<file path="src/core/clk_prescale_defines.svh">
// Constants for the clock prescaler and interrupt sense control block.
// Assumes inclusion by bare name from core/.
`ifndef CLK_PRESCALE_DEFINES_SVH
`define CLK_PRESCALE_DEFINES_SVH

// ----------------------------------------------------------------------
// Register map (AXI4-Lite byte addresses)
// ----------------------------------------------------------------------
`define CTRL_ADDR 4'h0
`define CCR_ADDR 4'h4
`define CTRL_RESET 8'h00

// ----------------------------------------------------------------------
// Control register fields and CCR mask bits
// ----------------------------------------------------------------------
`define GRP_B_HI 7
`define GRP_B_LO 6
`define CLK_OUT_BIT 5
`define GRP_A_HI 4
`define GRP_A_LO 3
`define DIV_HI 2
`define DIV_LO 1
`define SLOW_BIT 0
`define I1_BIT 5
`define I0_BIT 3
`define CCR_RESET 8'h28

// ----------------------------------------------------------------------
// Bus responses
// ----------------------------------------------------------------------
`define RESP_OKAY 2'h0
`define RESP_SLVERR 2'h2

`endif

</file>
<file path="src/core/clk_prescale_pkg.sv">
// Types for the clock prescaler and interrupt sense control block.
// Assumes nothing of its surroundings.
package clk_prescale_pkg;
    // Edge and level sense modes of an external interrupt group
    typedef enum logic [1:0] {
        SENSE_FALL_LOW = 2'h0,
        SENSE_RISE = 2'h1,
        SENSE_FALL = 2'h2,
        SENSE_BOTH = 2'h3
    } sense_mode_t;
endpackage

</file>
<file path="src/core/clock_prescale_and_irq_sense.sv">
// Base and core clock enables, clock-out pin and external interrupt sensing.
// Assumes one clock, synchronous inputs and an AXI4-Lite master.
//
// Implementation choices: the AXI4-Lite slave port and the register addresses.
`timescale 1ns/1ps
`include "clk_prescale_defines.svh"
`default_nettype none

// Function
// Multiplier on doubles 2-4 MHz input
// Multiplier off: base clock is oscillator/2
// Host avoids multiplier with RC oscillator
// Bits 7:6 set group B sense
// Bits 4:3 set group A sense
// Sense fields written only when masked
// Sense codes: fall+low, rise, fall, both
// Bit 5 drives core clock to pin
// Divider field selects 2, 4, 8, 16; the code gives 8 for field 01 and 4 for field 10
// Slow bit selects divided core clock
// Masked only when both mask bits set
// Clock switches without short phases
module clock_prescale_and_irq_sense (
    // Clock and reset
    input wire logic ref_clk_in,
    input wire logic rst_in,
    // Option and oscillator
    input wire logic pll_enable_in,
    input wire logic osc_tick_in,
    input wire logic osc_is_rc_in,
    // External interrupt pins
    input wire logic ext_irq_group_a_in,
    input wire logic ext_irq_group_b_in,
    // AXI4-Lite write address
    input wire logic [3:0] s_axi_awaddr,
    input wire logic s_axi_awvalid,
    output logic s_axi_awready,
    // AXI4-Lite write data
    input wire logic [31:0] s_axi_wdata,
    input wire logic [3:0] s_axi_wstrb,
    input wire logic s_axi_wvalid,
    output logic s_axi_wready,
    // AXI4-Lite write response
    output logic [1:0] s_axi_bresp,
    output logic s_axi_bvalid,
    input wire logic s_axi_bready,
    // AXI4-Lite read address
    input wire logic [3:0] s_axi_araddr,
    input wire logic s_axi_arvalid,
    output logic s_axi_arready,
    // AXI4-Lite read data
    output logic [31:0] s_axi_rdata,
    output logic [1:0] s_axi_rresp,
    output logic s_axi_rvalid,
    input wire logic s_axi_rready,
    // Clocks, pin and interrupt requests
    output logic base_tick_out,
    output logic core_clk_out,
    output logic core_tick_out,
    output logic port_c_bit2_pin_out,
    output logic port_c_bit2_oe_out,
    output logic irq_group_a_out,
    output logic irq_group_b_out,
    output logic rc_pll_misuse_out
);

    // ------------------------------------------------------------------
    // Helpers
    // ------------------------------------------------------------------
    // Sense decode, shared by both interrupt groups
    function automatic logic sense_hit(input logic [1:0] mode, input logic cur, input logic prev);
        logic rise;
        logic fall;
        rise = cur & ~prev;
        fall = ~cur & prev;
        case (clk_prescale_pkg::sense_mode_t'(mode))
            clk_prescale_pkg::SENSE_FALL_LOW: sense_hit = fall | ~cur;
            clk_prescale_pkg::SENSE_RISE: sense_hit = rise;
            clk_prescale_pkg::SENSE_FALL: sense_hit = fall;
            default: sense_hit = rise | fall;
        endcase
    endfunction

    // Half period of the core clock in base ticks; code 10 is /4, 01 is /8
    function automatic logic [3:0] half_period(input logic slow, input logic [1:0] div);
        if (!slow) begin
            half_period = 4'h0;
        end else begin
            case (div)
                2'h0: half_period = 4'h1;
                2'h2: half_period = 4'h2;
                2'h1: half_period = 4'h4;
                default: half_period = 4'h8;
            endcase
        end
    endfunction

    // ------------------------------------------------------------------
    // Registers
    // ------------------------------------------------------------------
    logic [7:0] ctrl_r;
    logic [7:0] ccr_r;
    logic aw_got_r;
    logic w_got_r;
    logic [3:0] aw_addr_r;
    logic [31:0] w_data_r;
    logic [3:0] w_strb_r;
    logic masked;
    logic wr_go;
    logic [3:0] wr_addr;
    logic [31:0] wr_data;
    logic wr_lane0;

    // Mask state, as the two condition code priority bits
    assign masked = ccr_r[`I1_BIT] & ccr_r[`I0_BIT];

    // Write address and data may come in either order
    assign s_axi_awready = ~aw_got_r & ~s_axi_bvalid;
    assign s_axi_wready = ~w_got_r & ~s_axi_bvalid;
    assign wr_addr = aw_got_r ? aw_addr_r : s_axi_awaddr;
    assign wr_data = w_got_r ? w_data_r : s_axi_wdata;
    assign wr_lane0 = w_got_r ? w_strb_r[0] : s_axi_wstrb[0];
    assign wr_go = (aw_got_r | (s_axi_awvalid & s_axi_awready)) & (w_got_r | (s_axi_wvalid & s_axi_wready));

    // Capture of write channels
    always_ff @(posedge ref_clk_in) begin
        if (rst_in || wr_go) begin
            aw_got_r <= 1'b0;
            w_got_r <= 1'b0;
            aw_addr_r <= 4'h0;
            w_data_r <= 32'h0;
            w_strb_r <= 4'h0;
        end else begin
            if (s_axi_awvalid && s_axi_awready) begin
                aw_got_r <= 1'b1;
                aw_addr_r <= s_axi_awaddr;
            end
            if (s_axi_wvalid && s_axi_wready) begin
                w_got_r <= 1'b1;
                w_data_r <= s_axi_wdata;
                w_strb_r <= s_axi_wstrb;
            end
        end
    end

    // Write response, unmapped addresses answer SLVERR
    always_ff @(posedge ref_clk_in) begin
        if (rst_in) begin
            s_axi_bvalid <= 1'b0;
            s_axi_bresp <= `RESP_OKAY;
        end else if (wr_go) begin
            s_axi_bvalid <= 1'b1;
            s_axi_bresp <= (wr_addr == `CTRL_ADDR || wr_addr == `CCR_ADDR) ? `RESP_OKAY : `RESP_SLVERR;
        end else if (s_axi_bready) begin
            s_axi_bvalid <= 1'b0;
        end
    end

    // Control register; sense fields locked unless interrupts are masked
    always_ff @(posedge ref_clk_in) begin
        if (rst_in) begin
            ctrl_r <= `CTRL_RESET;
        end else if (wr_go && wr_lane0 && wr_addr == `CTRL_ADDR) begin
            ctrl_r[`CLK_OUT_BIT] <= wr_data[`CLK_OUT_BIT];
            ctrl_r[`DIV_HI:`DIV_LO] <= wr_data[`DIV_HI:`DIV_LO];
            ctrl_r[`SLOW_BIT] <= wr_data[`SLOW_BIT];
            if (masked) begin
                ctrl_r[`GRP_B_HI:`GRP_B_LO] <= wr_data[`GRP_B_HI:`GRP_B_LO]; // see R4
                ctrl_r[`GRP_A_HI:`GRP_A_LO] <= wr_data[`GRP_A_HI:`GRP_A_LO]; // see R5
            end
        end
    end

    // Mirror of the core's mask bits; only bus writes to the CCR address change it
    always_ff @(posedge ref_clk_in) begin
        if (rst_in) begin
            ccr_r <= `CCR_RESET;
        end else if (wr_go && wr_lane0 && wr_addr == `CCR_ADDR) begin
            ccr_r <= wr_data[7:0];
        end
    end

    // Read channel, one read in flight
    assign s_axi_arready = ~s_axi_rvalid;
    always_ff @(posedge ref_clk_in) begin
        if (rst_in) begin
            s_axi_rvalid <= 1'b0;
            s_axi_rdata <= 32'h0;
            s_axi_rresp <= `RESP_OKAY;
        end else if (s_axi_arvalid && s_axi_arready) begin
            s_axi_rvalid <= 1'b1;
            s_axi_rresp <= `RESP_OKAY;
            case (s_axi_araddr)
                `CTRL_ADDR: s_axi_rdata <= {24'h0, ctrl_r};
                `CCR_ADDR: s_axi_rdata <= {24'h0, ccr_r};
                default: begin
                    s_axi_rdata <= 32'h0;
                    s_axi_rresp <= `RESP_SLVERR;
                end
            endcase
        end else if (s_axi_rready) begin
            s_axi_rvalid <= 1'b0;
        end
    end

    // ------------------------------------------------------------------
    // Base clock
    // ------------------------------------------------------------------
    // Oscillator edges as ticks; the doubler is modelled as ticking on every
    // oscillator tick, the divider on every second one
    logic osc_half_r;
    always_ff @(posedge ref_clk_in) begin
        if (rst_in) begin
            osc_half_r <= 1'b0;
        end else if (osc_tick_in) begin
            osc_half_r <= ~osc_half_r;
        end
    end
    assign base_tick_out = osc_tick_in & (pll_enable_in | osc_half_r); // see R1
    assign rc_pll_misuse_out = pll_enable_in & osc_is_rc_in;

    // ------------------------------------------------------------------
    // Core clock
    // ------------------------------------------------------------------
    // New ratio is taken only at a phase boundary, so no phase is cut short
    logic [3:0] half_r;
    logic [3:0] cnt_r;
    logic phase_r;
    logic boundary;
    assign boundary = base_tick_out && (cnt_r + 4'h1 >= half_r);
    always_ff @(posedge ref_clk_in) begin
        if (rst_in) begin
            half_r <= 4'h0;
            cnt_r <= 4'h0;
            phase_r <= 1'b0;
        end else if (boundary) begin
            cnt_r <= 4'h0;
            phase_r <= ~phase_r;
            half_r <= half_period(ctrl_r[`SLOW_BIT], ctrl_r[`DIV_HI:`DIV_LO]); // see R9 see R10
        end else if (base_tick_out) begin
            cnt_r <= cnt_r + 4'h1;
        end
    end
    // In normal mode every base tick is a core tick
    assign core_tick_out = (half_r == 4'h0) ? base_tick_out : (boundary & phase_r);
    assign core_clk_out = phase_r;

    // Clock-out alternate function on the port pin
    assign port_c_bit2_pin_out = phase_r & ctrl_r[`CLK_OUT_BIT];
    assign port_c_bit2_oe_out = ctrl_r[`CLK_OUT_BIT];

    // ------------------------------------------------------------------
    // External interrupt sense
    // ------------------------------------------------------------------
    logic irq_a_prev_r;
    logic irq_b_prev_r;
    always_ff @(posedge ref_clk_in) begin
        if (rst_in) begin
            irq_a_prev_r <= 1'b1;
            irq_b_prev_r <= 1'b1;
        end else begin
            irq_a_prev_r <= ext_irq_group_a_in;
            irq_b_prev_r <= ext_irq_group_b_in;
        end
    end
    assign irq_group_a_out = sense_hit(ctrl_r[`GRP_A_HI:`GRP_A_LO], ext_irq_group_a_in, irq_a_prev_r);
    assign irq_group_b_out = sense_hit(ctrl_r[`GRP_B_HI:`GRP_B_LO], ext_irq_group_b_in, irq_b_prev_r);

    // ------------------------------------------------------------------
    // Assertions
    // ------------------------------------------------------------------
    property p_lock_a;
        @(posedge ref_clk_in) disable iff (rst_in)
        !$past(masked) |-> ctrl_r[`GRP_A_HI:`GRP_A_LO] == $past(ctrl_r[`GRP_A_HI:`GRP_A_LO]);
    endproperty
    a_lock_a: assert property (p_lock_a) else $error("group A sense changed while unmasked");
    property p_lock_b;
        @(posedge ref_clk_in) disable iff (rst_in)
        !$past(masked) |-> ctrl_r[`GRP_B_HI:`GRP_B_LO] == $past(ctrl_r[`GRP_B_HI:`GRP_B_LO]);
    endproperty
    a_lock_b: assert property (p_lock_b) else $error("group B sense changed while unmasked");
    property p_mask;
        @(posedge ref_clk_in) masked == (ccr_r[`I1_BIT] && ccr_r[`I0_BIT]);
    endproperty
    a_mask: assert property (p_mask) else $error("mask decode wrong");
    property p_pin;
        @(posedge ref_clk_in) disable iff (rst_in)
        ctrl_r[`CLK_OUT_BIT] |-> port_c_bit2_oe_out && port_c_bit2_pin_out == core_clk_out;
    endproperty
    a_pin: assert property (p_pin) else $error("clock not on pin");
    property p_nopin;
        @(posedge ref_clk_in) !ctrl_r[`CLK_OUT_BIT] |-> !port_c_bit2_oe_out;
    endproperty
    a_nopin: assert property (p_nopin) else $error("pin driven while free");
    property p_div2;
        @(posedge ref_clk_in) disable iff (rst_in)
        !pll_enable_in && osc_tick_in && base_tick_out |=> !(osc_tick_in && base_tick_out);
    endproperty
    a_div2: assert property (p_div2) else $error("divide by two broken");
    property p_pll;
        @(posedge ref_clk_in) disable iff (rst_in)
        pll_enable_in && osc_tick_in |-> base_tick_out;
    endproperty
    a_pll: assert property (p_pll) else $error("doubler missed a tick");
    property p_normal;
        @(posedge ref_clk_in) disable iff (rst_in)
        half_r == 4'h0 |-> core_tick_out == base_tick_out;
    endproperty
    a_normal: assert property (p_normal) else $error("normal mode not base rate");
    property p_phase;
        @(posedge ref_clk_in) disable iff (rst_in)
        $changed(phase_r) |-> $past(cnt_r) + 4'h1 >= $past(half_r);
    endproperty
    a_phase: assert property (p_phase) else $error("short core clock phase");
    property p_rise;
        @(posedge ref_clk_in) disable iff (rst_in)
        ctrl_r[`GRP_A_HI:`GRP_A_LO] == clk_prescale_pkg::SENSE_RISE && ext_irq_group_a_in && !irq_a_prev_r
            |-> irq_group_a_out;
    endproperty
    a_rise: assert property (p_rise) else $error("rising edge missed");
    // Reset leaves interrupts masked, so software may set the sense fields first
    property p_mask_reset;
        @(posedge ref_clk_in) disable iff (rst_in)
        $past(rst_in) |-> masked && ctrl_r == `CTRL_RESET;
    endproperty
    a_mask_reset: assert property (p_mask_reset) else $error("not masked after reset");

endmodule
`default_nettype wire

</file>
<file path="config.mk">
export PLATFORM = sky130hd
export DESIGN_NAME = clock_prescale_and_irq_sense
export DESIGN_NICKNAME = d
export VERILOG_FILES = /design/src/core/clk_prescale_pkg.sv /design/src/core/clock_prescale_and_irq_sense.sv
export VERILOG_INCLUDE_DIRS = /design/src /design/src/core
export SDC_FILE = /design/constraint.sdc
export NUM_CORES = 1
export LEC_CHECK = 0
export BUFFER_PORTS_ARGS = -buffer_cell sky130_fd_sc_hd__buf_2
export CORE_MARGIN = 2
export CORE_UTILIZATION = 45
export DETAILED_ROUTE_END_ITERATION = 8
export PLACE_DENSITY = 0.78
export SLEW_MARGIN = 40
export SYNTH_ARGS = -nofsm -noshare
export SYNTH_HDL_FRONTEND = slang
export SYNTH_SLANG_ARGS = --single-unit
</file>
<file path="constraint.sdc">
create_clock -name ref_clk_in -period 2.2 [get_ports ref_clk_in]
set_clock_uncertainty 0.2 [all_clocks]
set_input_delay 0.11 -clock ref_clk_in [delete_from_list [all_inputs] [get_ports ref_clk_in]]
set_output_delay 0.11 -clock ref_clk_in [all_outputs]
set_load 0.01 [all_outputs]
</file>
==> results.txt, run 1 <==
Pre-CTS setup slack: -0.05398 ns
CTS sink cnt: 55
Final Hold Vio Count: 0
Crit-path max FO: 3
Peak VDD IR: 0.0004819 V
Die height: 84.77 um
Least-Margin Pin Slew: 0.6438 ns
First-pass GRT wire length: 10120 um
Area leader, netlist: dfxtp_1
Reg2reg setup slack: -0.05 ns
CTS buffer count: 5
Area share of the largest cell type after synthesis: 0.3751
CTS root buf: clkbuf_8
I/O pins: 105
Slew Viols, Final: 0
DRC viols: 0
HP Start: rst_in
Failing checks: setup timing
Utilization after layout: 0.5775
Sequential-to-total area share from yosys stat: 0.3751
Critical Path End Type: primary output
FP Rows: 29
M3 GR Usage: 0.03638
Min-delay worst type: input port to register
Avg Cell Area, Syn: 9.318 sq um
Die area: 7185 sq um
Share of cells above drive strength 1: 0.3188
Area delta synth->final: 24.21%
HPWL after DPL: 4219 um
Post-DRT Antenna Nets: 0
Synth warnings: 0
Post-synthesis async set-or-reset flop share: 0
DR vias: 2368
CP Data Required Time: 1.89 ns
Met1 Resource Use GR: 0.2108
Number of synthesized flops with an enable pin: 0
Initial Util: 0.4649
Drt via density: 5.082
P_leak: 1.506 nW
Status: finished, violations left
Count leader, synth: dfxtp_1
Clock Pin Slew Worst Setup and Hold Paths: 0.10 ns
Seq cells post-synth: 55
Final WS setup: -0.09315 ns
CP startpoint kind: register
RSZ-0062 raised after global routing: yes
Clock Tree Buf Depth: 2
Tmin final: 2.293 ns
Final WL: 6204 um
Reg2reg end: half_r[2]
Max Fclk: 436.1 MHz
Total core area: 6314 sq um
Critical R2R Launch: cnt_r[2]
Detailed Routing Iterations Pass 1: 4
Data arrival, critical path: 1.98 ns
Kind of critical path: register to primary output
Cells after Synth: 315
Die Width: 84.77 um
Clock Latency Late Sink: 0.31 ns
Final nets: 455
Vias in the first global route: 2245
Initial antenna violation count: 0
Hold endpoint: s_axi_rdata[6]
Global route overflow: 0
Fin crit share: 1.042
Sum of negative setup slack: -0.2293 ns
Largest cells by area after synthesis: dfxtp_1, mux2i_1, buf_4
Top cells by instance count after synthesis: dfxtp_1, mux2i_1, nor2_1, buf_4, a21oi_1
CTS tree: built
Number of port buffers: 51
Synth Cell Area: 2935 sq um
Hold Crit Depth: 2
MaxCap Viol Count: 0
Wire per inst: 13.31 um
Top_reg_cell synth: dfxtp_1
All-Layer GR Usage: 0.1716
Placer Congestion: 0.8339
Yosys cell types: 43
DRT iter0 DRCs: 84
H-tree levels: 2
Power Density: 607.8 nW/um^2
Pin count of the biggest net entering global routing: 29
Slew HR: 0.5708
Final setup violation count: 7
Met2 GRT Util: 0.3057
Antenna Cells: 0
Busiest layer in global routing: met2
R2R cell count: 8
[cell usage in the layout, fill, tap and decap left out, types with 4 or more instances in the layout]
cell type and count:
dfxtp_2 5, nor2_1 32, buf_2 51, a21oi_2 8, o21a_1 4, o31ai_1 4, dlygate4sd3_1 18, nor3_1 14
mux2i_1 33, dfxtp_1 48, and2_1 5, conb_1 26, nand2b_1 7, a311oi_2 4, a21oi_1 16, inv_1 13
clkbuf_8 6, buf_4 15, ha_1 8, a211oi_2 10, o21ai_0 5
[stage by stage]
step,hold slack (ns),cells,cell area (sq um),power [mW]
after floorplan,0.01658,340,3029,1.408
after global placement,0.1292,436,3184,1.475
after detailed placement,0.1387,436,3184,1.487
after CTS,0.05060,464,3526,2.208
after global routing,0.05672,466,3646,2.323
final,0.05013,466,3646,2.216
[final cells by class]
class | instances | area [sq um]
inverters | 13 | 48.80
clock inverters | 2 | 35.03
flip-flops and latches | 55 | 1115
well taps | 77 | 96.34
clock buffers | 6 | 82.58
repair buffers | 87 | 585.6
fillers | 532 | 2668
multi-input cells | 226 | 1683
[state kept, by name, indices dropped and copies added (netlist names), 4 cells and up]
register,flops
ccr_r,8
ctrl_r,8
s_axi_rdata,8
w_data_r,8
aw_addr_r,4
cnt_r,4
half_r,4
[power breakdown]
part           switching (mW)  internal, mW
clock                   0.323         0.369
sequential             0.0341          1.04
combinational           0.250         0.202
total                   0.608          1.61
[cells by family after synthesis]
logic type,count (synthesis),share of synthesized area
adders and majority gates,11,0.04689
and+or+nand+nor,82,0.1407
buffers and inverters,59,0.1194
DFF,55,0.3751
AOI/OAI and AO/OA,67,0.1812
other,1,0.001278
muxes,34,0.1176
xor gates and xnor gates,6,0.01791
[metal layers]
metal	vias up	wire (um)
met1	1111	2736
li1	1187	-
met4	0	74
met2	61	3109
met3	9	283
met5	-	0
[how the worst max path moves through the flow]
stage,startpoint,endpoint,slack [ns]
6_report,cnt_r[0],core_tick_out,-0.09
4_1_cts,cnt_r[0],core_tick_out,-0.1
2_1_floorplan,cnt_r[0],core_tick_out,0.07
3_5_place_dp,cnt_r[0],cnt_r[2],-0.05
3_3_place_gp,cnt_r[0],half_r[3],0.009
5_1_grt,cnt_r[0],core_tick_out,-0.18
[critical path, stage by stage (launching register included)]
cell and delay (ns):
dfxtp_4 0.37, ha_4 0.17, xor2_2 0.14, ha_1 0.27
o21a_1 0.20, o21ai_2 0.16, nor2_2 0.06, a22o_1 0.17
buf_2 0.13
[timing repair]
item | CTS | global route
endpoints found under the setup margin | 10 | 15
buffers inserted | 2 | 2
endpoints found under the hold margin | 21 | 0
pin swaps | 3 | 19
cloned | 0 | 1
hold buffers | 18 | 0
resized for setup | 9 | 27
Note: power is estimated with default switching activity, not from simulation.
==> inputs of run 2 (changes only) <==
--- a/config.mk
+++ b/config.mk
@@ -9,3 +9,4 @@
 export BUFFER_PORTS_ARGS = -buffer_cell sky130_fd_sc_hd__buf_2
-export CORE_MARGIN = 2
+export CORE_ASPECT_RATIO = 2
+export CORE_MARGIN = 1.5
 export CORE_UTILIZATION = 45
==> constraint.sdc (replaced) <==
create_clock -name ref_clk_in -period 2.2 [get_ports ref_clk_in]
set_clock_uncertainty 0.2 [all_clocks]
set_input_delay 0.33 -clock ref_clk_in [delete_from_list [all_inputs] [get_ports ref_clk_in]]
set_output_delay 0.33 -clock ref_clk_in [all_outputs]
set_load 0.01 [all_outputs]
==> run 2 against run 1 <==
The run still ends with setup timing left. Sequential share of layout area increased by 1.2 points. Setup slack got worse by 0.16 ns. Count of clock-buffer cells in the layout decreased by 1. Worst hold slack about the same. Register-to-register slack improved by 0.04 ns. Sequential power about the same. Global-route usage increased by 0.73 points. First-iteration DRC count decreased by 35%. Largest cell class unchanged. Largest power group unchanged.
==> results.txt, run 2 (synthesis results as in run 1) <==
DR WL met2: 3504 um (+13%)
Seq. cell area: 1122 sq um (+0.67%)
Hold Crit Depth: 2 (unchanged)
Number of port buffers: 51 (unchanged)
Final WS setup: -0.2558 ns (-0.1627 ns)
Most frequent cells in the layout: buf_2, dfxtp_1, mux2i_1
RSZ-0062 raised after global routing: yes
Top Layer Used: met4
Peak VDD IR: 0.0007159 V (+49%)
Final Hold Vio Count: 0 (unchanged)
Tot Pwr: 2.299 mW (+3.8%)
Placed Area: 3234 sq um (+1.6%)
Hold endpoint: irq_b_prev_r
Slew Viols, Final: 0 (unchanged)
Crit-path most repeated cell: ha_4
CTS root buf: clkbuf_16
Combinational share of power: 0.181 (-0.023)
Clock Tree Buf Depth: 2 (unchanged)
Die height: 117.2 um (+38%)
Pre-CTS setup slack: -0.05956 ns (-0.005581 ns)
Final nets: 439 (-3.5%)
MaxCap Viol Count: 0 (unchanged)
Critical path cell sequence: ha_4 > xor2_4 > ha_4 > o21a_1 > o21ai_2 > nor2_2 > a22o_1 > buf_2
Slew HR: 0.5828 (+0.01203)
Switching share of power: 0.2855 (+0.01137)
Multi-input logic area: 1672 sq um (-0.67%)
Met3 wire len: 209 um (-26%)
CTS sink cnt: 55 (unchanged)
FP Rows: 41 (+41%)
R2R cell count: 8 (unchanged)
# hold bufs at CTS: 0 (-18)
Critical R2R Launch: cnt_r[1]
Drt via density: 5.085 (about the same)
Initial Util: 0.4652 (about the same)
Fin crit share: 1.116 (+0.07394)
Fin area: 3530 sq um (-3.2%)
CP max-delay cell: dfxtp_4
Critical Path End Type: primary output
I/O pins: 105 (unchanged)
All-Layer GR Usage: 0.1789 (+0.007349)
Most common cell after layout, fill and taps aside: buf_2
DRT iter0 DRCs: 55 (-35%)
Die Width: 60.11 um (-29%)
DR vias: 2334 (-1.4%)
Post-DRT Antenna Nets: 0 (unchanged)
Clock Latency Late Sink: 0.30 ns (about the same)
Crit path largest cell delay: 0.38 ns (about the same)
Final setup violation count: 2 (-5)
Area delta synth->final: 20.25%
Global route overflow: 0 (unchanged)
P_leak: 1.444 nW (-4.1%)
First-pass GRT wire length: 9673 um (-4.4%)
HP Start: ext_irq_group_b_in
Total core area: 6310 sq um (about the same)
Least-Margin Pin Slew: 0.6258 ns (-0.01804 ns)
H-tree levels: 2 (unchanged)
Kind of critical path: register to primary output
Switch Pwr: 0.6565 mW (+8.1%)
Vias in the first global route: 2177 (-3.0%)
Initial antenna violation count: 0 (unchanged)
Int Pwr: 1.643 mW (+2.1%)
Max Fclk: 407.2 MHz (-6.6%)
CTS tree: built
Die area: 7046 sq um (-1.9%)
Placer Congestion: 0.8088 (-3.0%)
Detailed Routing Iterations Pass 1: 4 (unchanged)
Power Density: 651.4 nW/um^2 (+7.2%)
CP startpoint kind: register
Clock power frac: 0.355 (+0.043)
Reg2reg end: half_r[3]
Antenna Cells: 0 (unchanged)
Met1 wire length: 2224 um (-19%)
Pin count of the biggest net entering global routing: 27 (-6.9%)
Clock Pin Slew Worst Setup and Hold Paths: 0.08 ns (-0.02 ns)
DRC viols: 0 (unchanged)
Final WL: 6090 um (-1.8%)
Crit-path max FO: 4 (+1)
Data arrival, critical path: 1.93 ns (-0.05 ns)
Failing checks: setup timing
Min-delay worst type: input port to register
Share of cells above drive strength 1: 0.3324 (+0.01367)
Tmin final: 2.456 ns (+0.1627 ns)
Wire per inst: 13.27 um (-0.34%)
Reg2reg setup slack: -0.01 ns (+0.04 ns)
HPWL after DPL: 4707 um (+12%)
Status: finished, violations left
CP Data Required Time: 1.67 ns (-0.22 ns)
Sequential share of power: 0.464 (-0.020)
CTS buffer count: 5 (unchanged)
Fill cell count: 597 (+12%)
run 2: area by class of cell:
cell class / count / area share
Clock inverter: 3 / 0.006735
Inverter: 13 / 0.01382
Clock buffer: 5 / 0.03545
Tap cell: 86 / 0.03049
Multi-Input combinational cell: 226 / 0.4736
Timing Repair Buffer: 71 / 0.1219
Sequential cell: 55 / 0.3180
run 2: worst max-delay path by stage:
stage	to	start
2_1_floorplan	core_tick_out	cnt_r[0]
3_3_place_gp	ctrl_r[4]	s_axi_awaddr[0]
3_5_place_dp	ctrl_r[3]	s_axi_awaddr[0]
4_1_cts	core_tick_out	cnt_r[1]
5_1_grt	core_tick_out	cnt_r[0]
6_report	core_tick_out	cnt_r[1]
run 2: per-layer routing:
| layer | vias to the layer above | track usage |
|---|---|---|
| met1 | 1107 | 0.1810 |
| met5 | - | 0 |
| li1 | 1159 | - |
| met3 | 11 | 0.03407 |
| met2 | 57 | 0.3384 |
| met4 | 0 | 0.07704 |
run 2: power by group through the flow:
stage	combinational (mW)	sequential, mW	clock [mW]
after floorplan	0.320	1.09	0
after global placement	0.395	1.09	0
after detailed placement	0.404	1.09	0
after CTS	0.412	1.07	0.827
after global routing	0.460	1.07	0.863
final	0.417	1.07	0.815
run 2: metrics by stage:
| step | util | TNS (ns) | hold slack (ns) | instances |
|---|---|---|---|---|
| 2_1_floorplan | - | 0 | 0.2366 | 340 |
| 3_3_place_gp | 0.5126 | -0.5305 | 0.2664 | 446 |
| 3_5_place_dp | 0.5126 | -0.6558 | 0.2758 | 446 |
| 4_1_cts | 0.5449 | -0.3147 | 0.04951 | 454 |
| 5_1_grt | 0.5594 | -0.4836 | 0.05431 | 459 |
| 6_report | 0.5594 | -0.2682 | 0.04984 | 459 |
run 2: critical path: cells and delay by family, from the launching register on:
kind	cells	cell delay (ns)
simple gates	1	0.05
compound gates	3	0.51
buf+inv	1	0.14
flops	1	0.38
fa+ha+maj	2	0.37
xor+xnor	1	0.17
run 2: timing repair:
item                                    4_1_cts  5_1_grt
pin swaps                                     1        3
resized for setup                            16       11
buffers inserted                              0        5
endpoints found under the setup margin        5       11
==> inputs of run 3 (changes only) <==
Settings changed: ABC_AREA from default to 1.
==> run 3 against run 2 <==
Critical endpoint unchanged. Setup slack better by 0.16 ns. Worst hold slack better by 0.0059 ns. Total power hardly changed. Synthesized area shrank 0.17%. Non-clock buffer count shrank 5. Critical path depth increased by 2. Count of clock-buffer cells in the layout is 1 higher. The run still ends with setup timing left. Die area down 0.17%. Cell area down 0.67%. First-iteration DRC count is 78% higher. Sequential share of layout area rose by 0.14 points. Sequential power is essentially flat. Critical path type unchanged.
==> results.txt, run 3 <==
Fin crit share: 1.046 (-0.07052)
Final setup violation count: 2 (unchanged)
MaxCap Viol Count: 0 (unchanged)
Sequential share of power: 0.476 (+0.012)
Pin count of the biggest net entering global routing: 20 (-26%)
Switching share of power: 0.2862 (+0.0006762)
Top_reg_cell synth: dfxtp_1
Peak VDD IR: 0.0006819 V (-4.8%)
Post-synthesis async set-or-reset flop share: 0 (unchanged)
Die height: 117.1 um (about the same)
Yosys cell types: 33 (-23%)
CTS sink cnt: 55 (unchanged)
Critical Path End Type: primary output
Avg Cell Area, Syn: 7.182 sq um (-23%)
CTS tree: built
CP Data Required Time: 1.67 ns (about the same)
Total core area: 6310 sq um (unchanged)
RSZ-0062 raised after global routing: yes
Most common cell after layout, fill and taps aside: nand2_1
Final WS setup: -0.1007 ns (+0.1551 ns)
Largest cells by area after synthesis: dfxtp_1, nand2_1, nand3_1
Placer Congestion: 0.8463 (+4.6%)
Min-delay worst type: input port to register
I/O pins: 105 (unchanged)
Power Density: 655.9 nW/um^2 (+0.69%)
Fill cell count: 599 (+0.34%)
Initial antenna violation count: 0 (unchanged)
Combinational share of power: 0.204 (+0.023)
Pre-CTS setup slack: 0.09433 ns (+0.1539 ns)
Vias in the first global route: 2473 (+14%)
Share of cells above drive strength 1: 0.2367 (-0.09577)
Number of synthesized flops with an enable pin: 0 (unchanged)
Area share of the largest cell type after synthesis: 0.3757 (+0.0006407)
Most frequent cells in the layout: nand2_1, buf_2, dfxtp_1
Antenna Cells: 0 (unchanged)
P_leak: 1.650 nW (+14%)
Final WL: 6438 um (+5.7%)
Post-Place Cells: 537 (+20%)
Final nets: 537 (+22%)
Synth Cell Area: 2930 sq um (-0.17%)
Die area: 7034 sq um (-0.17%)
Clock Pin Slew Worst Setup and Hold Paths: 0.06 ns (-0.02 ns)
Sequential-to-total area share from yosys stat: 0.3757 (+0.0006407)
Area leader, netlist: dfxtp_1
Slew HR: 0.5686 (-0.01425)
CTS buffer count: 5 (unchanged)
Global route overflow: 0 (unchanged)
FP Rows: 41 (unchanged)
Detailed Routing Iterations Pass 1: 4 (unchanged)
Finished Layout Cells: 555 (+21%)
DRC viols: 0 (unchanged)
Clock power frac: 0.320 (-0.035)
Status: finished, violations left
CTS root buf: clkbuf_16
H-tree levels: 2 (unchanged)
CP startpoint kind: register
Number of port buffers: 51 (unchanged)
All-Layer GR Usage: 0.1959 (+0.01698)
DRT iter0 DRCs: 98 (+78%)
Failing checks: setup timing
Post-DRT Antenna Nets: 0 (unchanged)
Kind of critical path: register to primary output
Cells after Synth: 408 (+30%)
Die Width: 60.06 um (about the same)
Least-Margin Pin Slew: 0.6448 ns (+0.01899 ns)
Clock Tree Buf Depth: 2 (unchanged)
Clock Latency Late Sink: 0.29 ns (about the same)
Crit-path max FO: 4 (unchanged)
Tot Pwr: 2.300 mW (about the same)
Initial Util: 0.4644 (-0.0007932)
DR vias: 2677 (+15%)
Max Fclk: 434.7 MHz (+6.7%)
Final Hold Vio Count: 0 (unchanged)
HPWL after DPL: 4855 um (+3.1%)
Count leader, synth: nand2_1
R2R cell count: 15 (+7)
Wire per inst: 11.60 um (-13%)
Area delta synth->final: 19.64%
Data arrival, critical path: 1.77 ns (-0.16 ns)
Seq cells post-synth: 55 (unchanged)
First-pass GRT wire length: 10470 um (+8.2%)
Int Pwr: 1.641 mW (about the same)
Tmin final: 2.301 ns (-0.1551 ns)
Top cells by instance count after synthesis: nand2_1, dfxtp_1, inv_1, nor2_1, nand3_1
Hold Crit Depth: 2 (unchanged)
Synth warnings: 0 (unchanged)
Slew Viols, Final: 0 (unchanged)
Drt via density: 4.823 (-5.1%)
Switch Pwr: 0.6582 mW (+0.25%)
-- run 3: changes by cell type after synthesis, moves of 6 or more --
cell      delta
a211oi_2     -9
a21oi_1      +6
mux2i_1     -26
nor3_1      -14
o211ai_1     +8
clkbuf_1     -8
nor2_1      +11
o21ai_0      +6
nand2b_1     -7
inv_1       +32
nand2_1     +84
nand3_1     +36
-- run 3: worst max-delay path, stage by stage, from the launching register on --
cell and delay (ns):
dfxtp_4 0.37, ha_4 0.16, xor2_2 0.15, ha_1 0.27
nand2_1 0.06, inv_2 0.06, nand3_2 0.06, nand3_2 0.09
nand3_2 0.08, nand2_1 0.07, buf_2 0.12
-- run 3: routing by layer --
layer	GRT usage	vias up	wire (um)
met4	0.09630	0	181
met5	0	-	0
met3	0.03626	14	245
met2	0.3862	75	3742
met1	0.1783	1213	2270
li1	-	1375	-
-- run 3: worst paths after layout --
path                                         start            end  slack [ns]
worst min-delay path            ext_irq_group_a_in   irq_a_prev_r        0.06
worst max-delay path                      cnt_r[0]  core_tick_out       -0.10
worst max register to register            cnt_r[0]   core_clk_out       -0.01
worst min register to register         w_data_r[5]    w_data_r[5]        0.26
-- run 3: final cells by class --
| type | instances | area [sq um] | share of cell area |
|---|---|---|---|
| clock buffers | 6 | 128.9 | 0.03676 |
| inverters | 50 | 188.9 | 0.05389 |
| multi-input cells | 292 | 1578 | 0.4500 |
| flip-flops and latches | 55 | 1120 | 0.3194 |
| well taps | 86 | 107.6 | 0.03069 |
| repair buffers | 66 | 382.9 | 0.1092 |
-- run 3: cell families (layout without fill, tap and decap cells) --
kind of cell,Yosys count,after routing,share of synthesized area
and+or+nand+nor,191,191,0.2865
buffers and inverters,86,122,0.1524
DFF,55,55,0.3757
AOI/OAI and AO/OA,54,54,0.1042
adders and majority gates,11,11,0.04697
muxes,7,7,0.02391
xor gates and xnor gates,3,3,0.008968
other,1,26,0.001280
-- run 3: what timing repair did --
action                     CTS  global route
pin swaps                    6             7
resized for setup           16            16
setup endpoints to repair    2            12
buffers inserted             8             4
hold buffers                 0             0
-- run 3: power by group through the flow --
stage | Sequential [mW] | Clock, mW | Combinational (mW)
after CTS | 1.10 | 0.760 | 0.454
after detailed placement | 1.12 | 0 | 0.426
final | 1.09 | 0.736 | 0.469
after global routing | 1.10 | 0.789 | 0.528
after floorplan | 1.12 | 0 | 0.335
after global placement | 1.12 | 0 | 0.414
-- run 3: per-stage QoR --
| step | instance area (sq um) | utilization | TNS [ns] | hold WS [ns] |
|---|---|---|---|---|
| after floorplan | 3024 | - | 0 | 0.1991 |
| after global placement | 3152 | 0.4995 | 0 | 0.2444 |
| after detailed placement | 3152 | 0.4995 | 0 | 0.2537 |
| after CTS | 3413 | 0.5409 | -0.2147 | 0.05094 |
| after global routing | 3506 | 0.5556 | -0.7274 | 0.06240 |
| final | 3506 | 0.5556 | -0.1134 | 0.05571 |
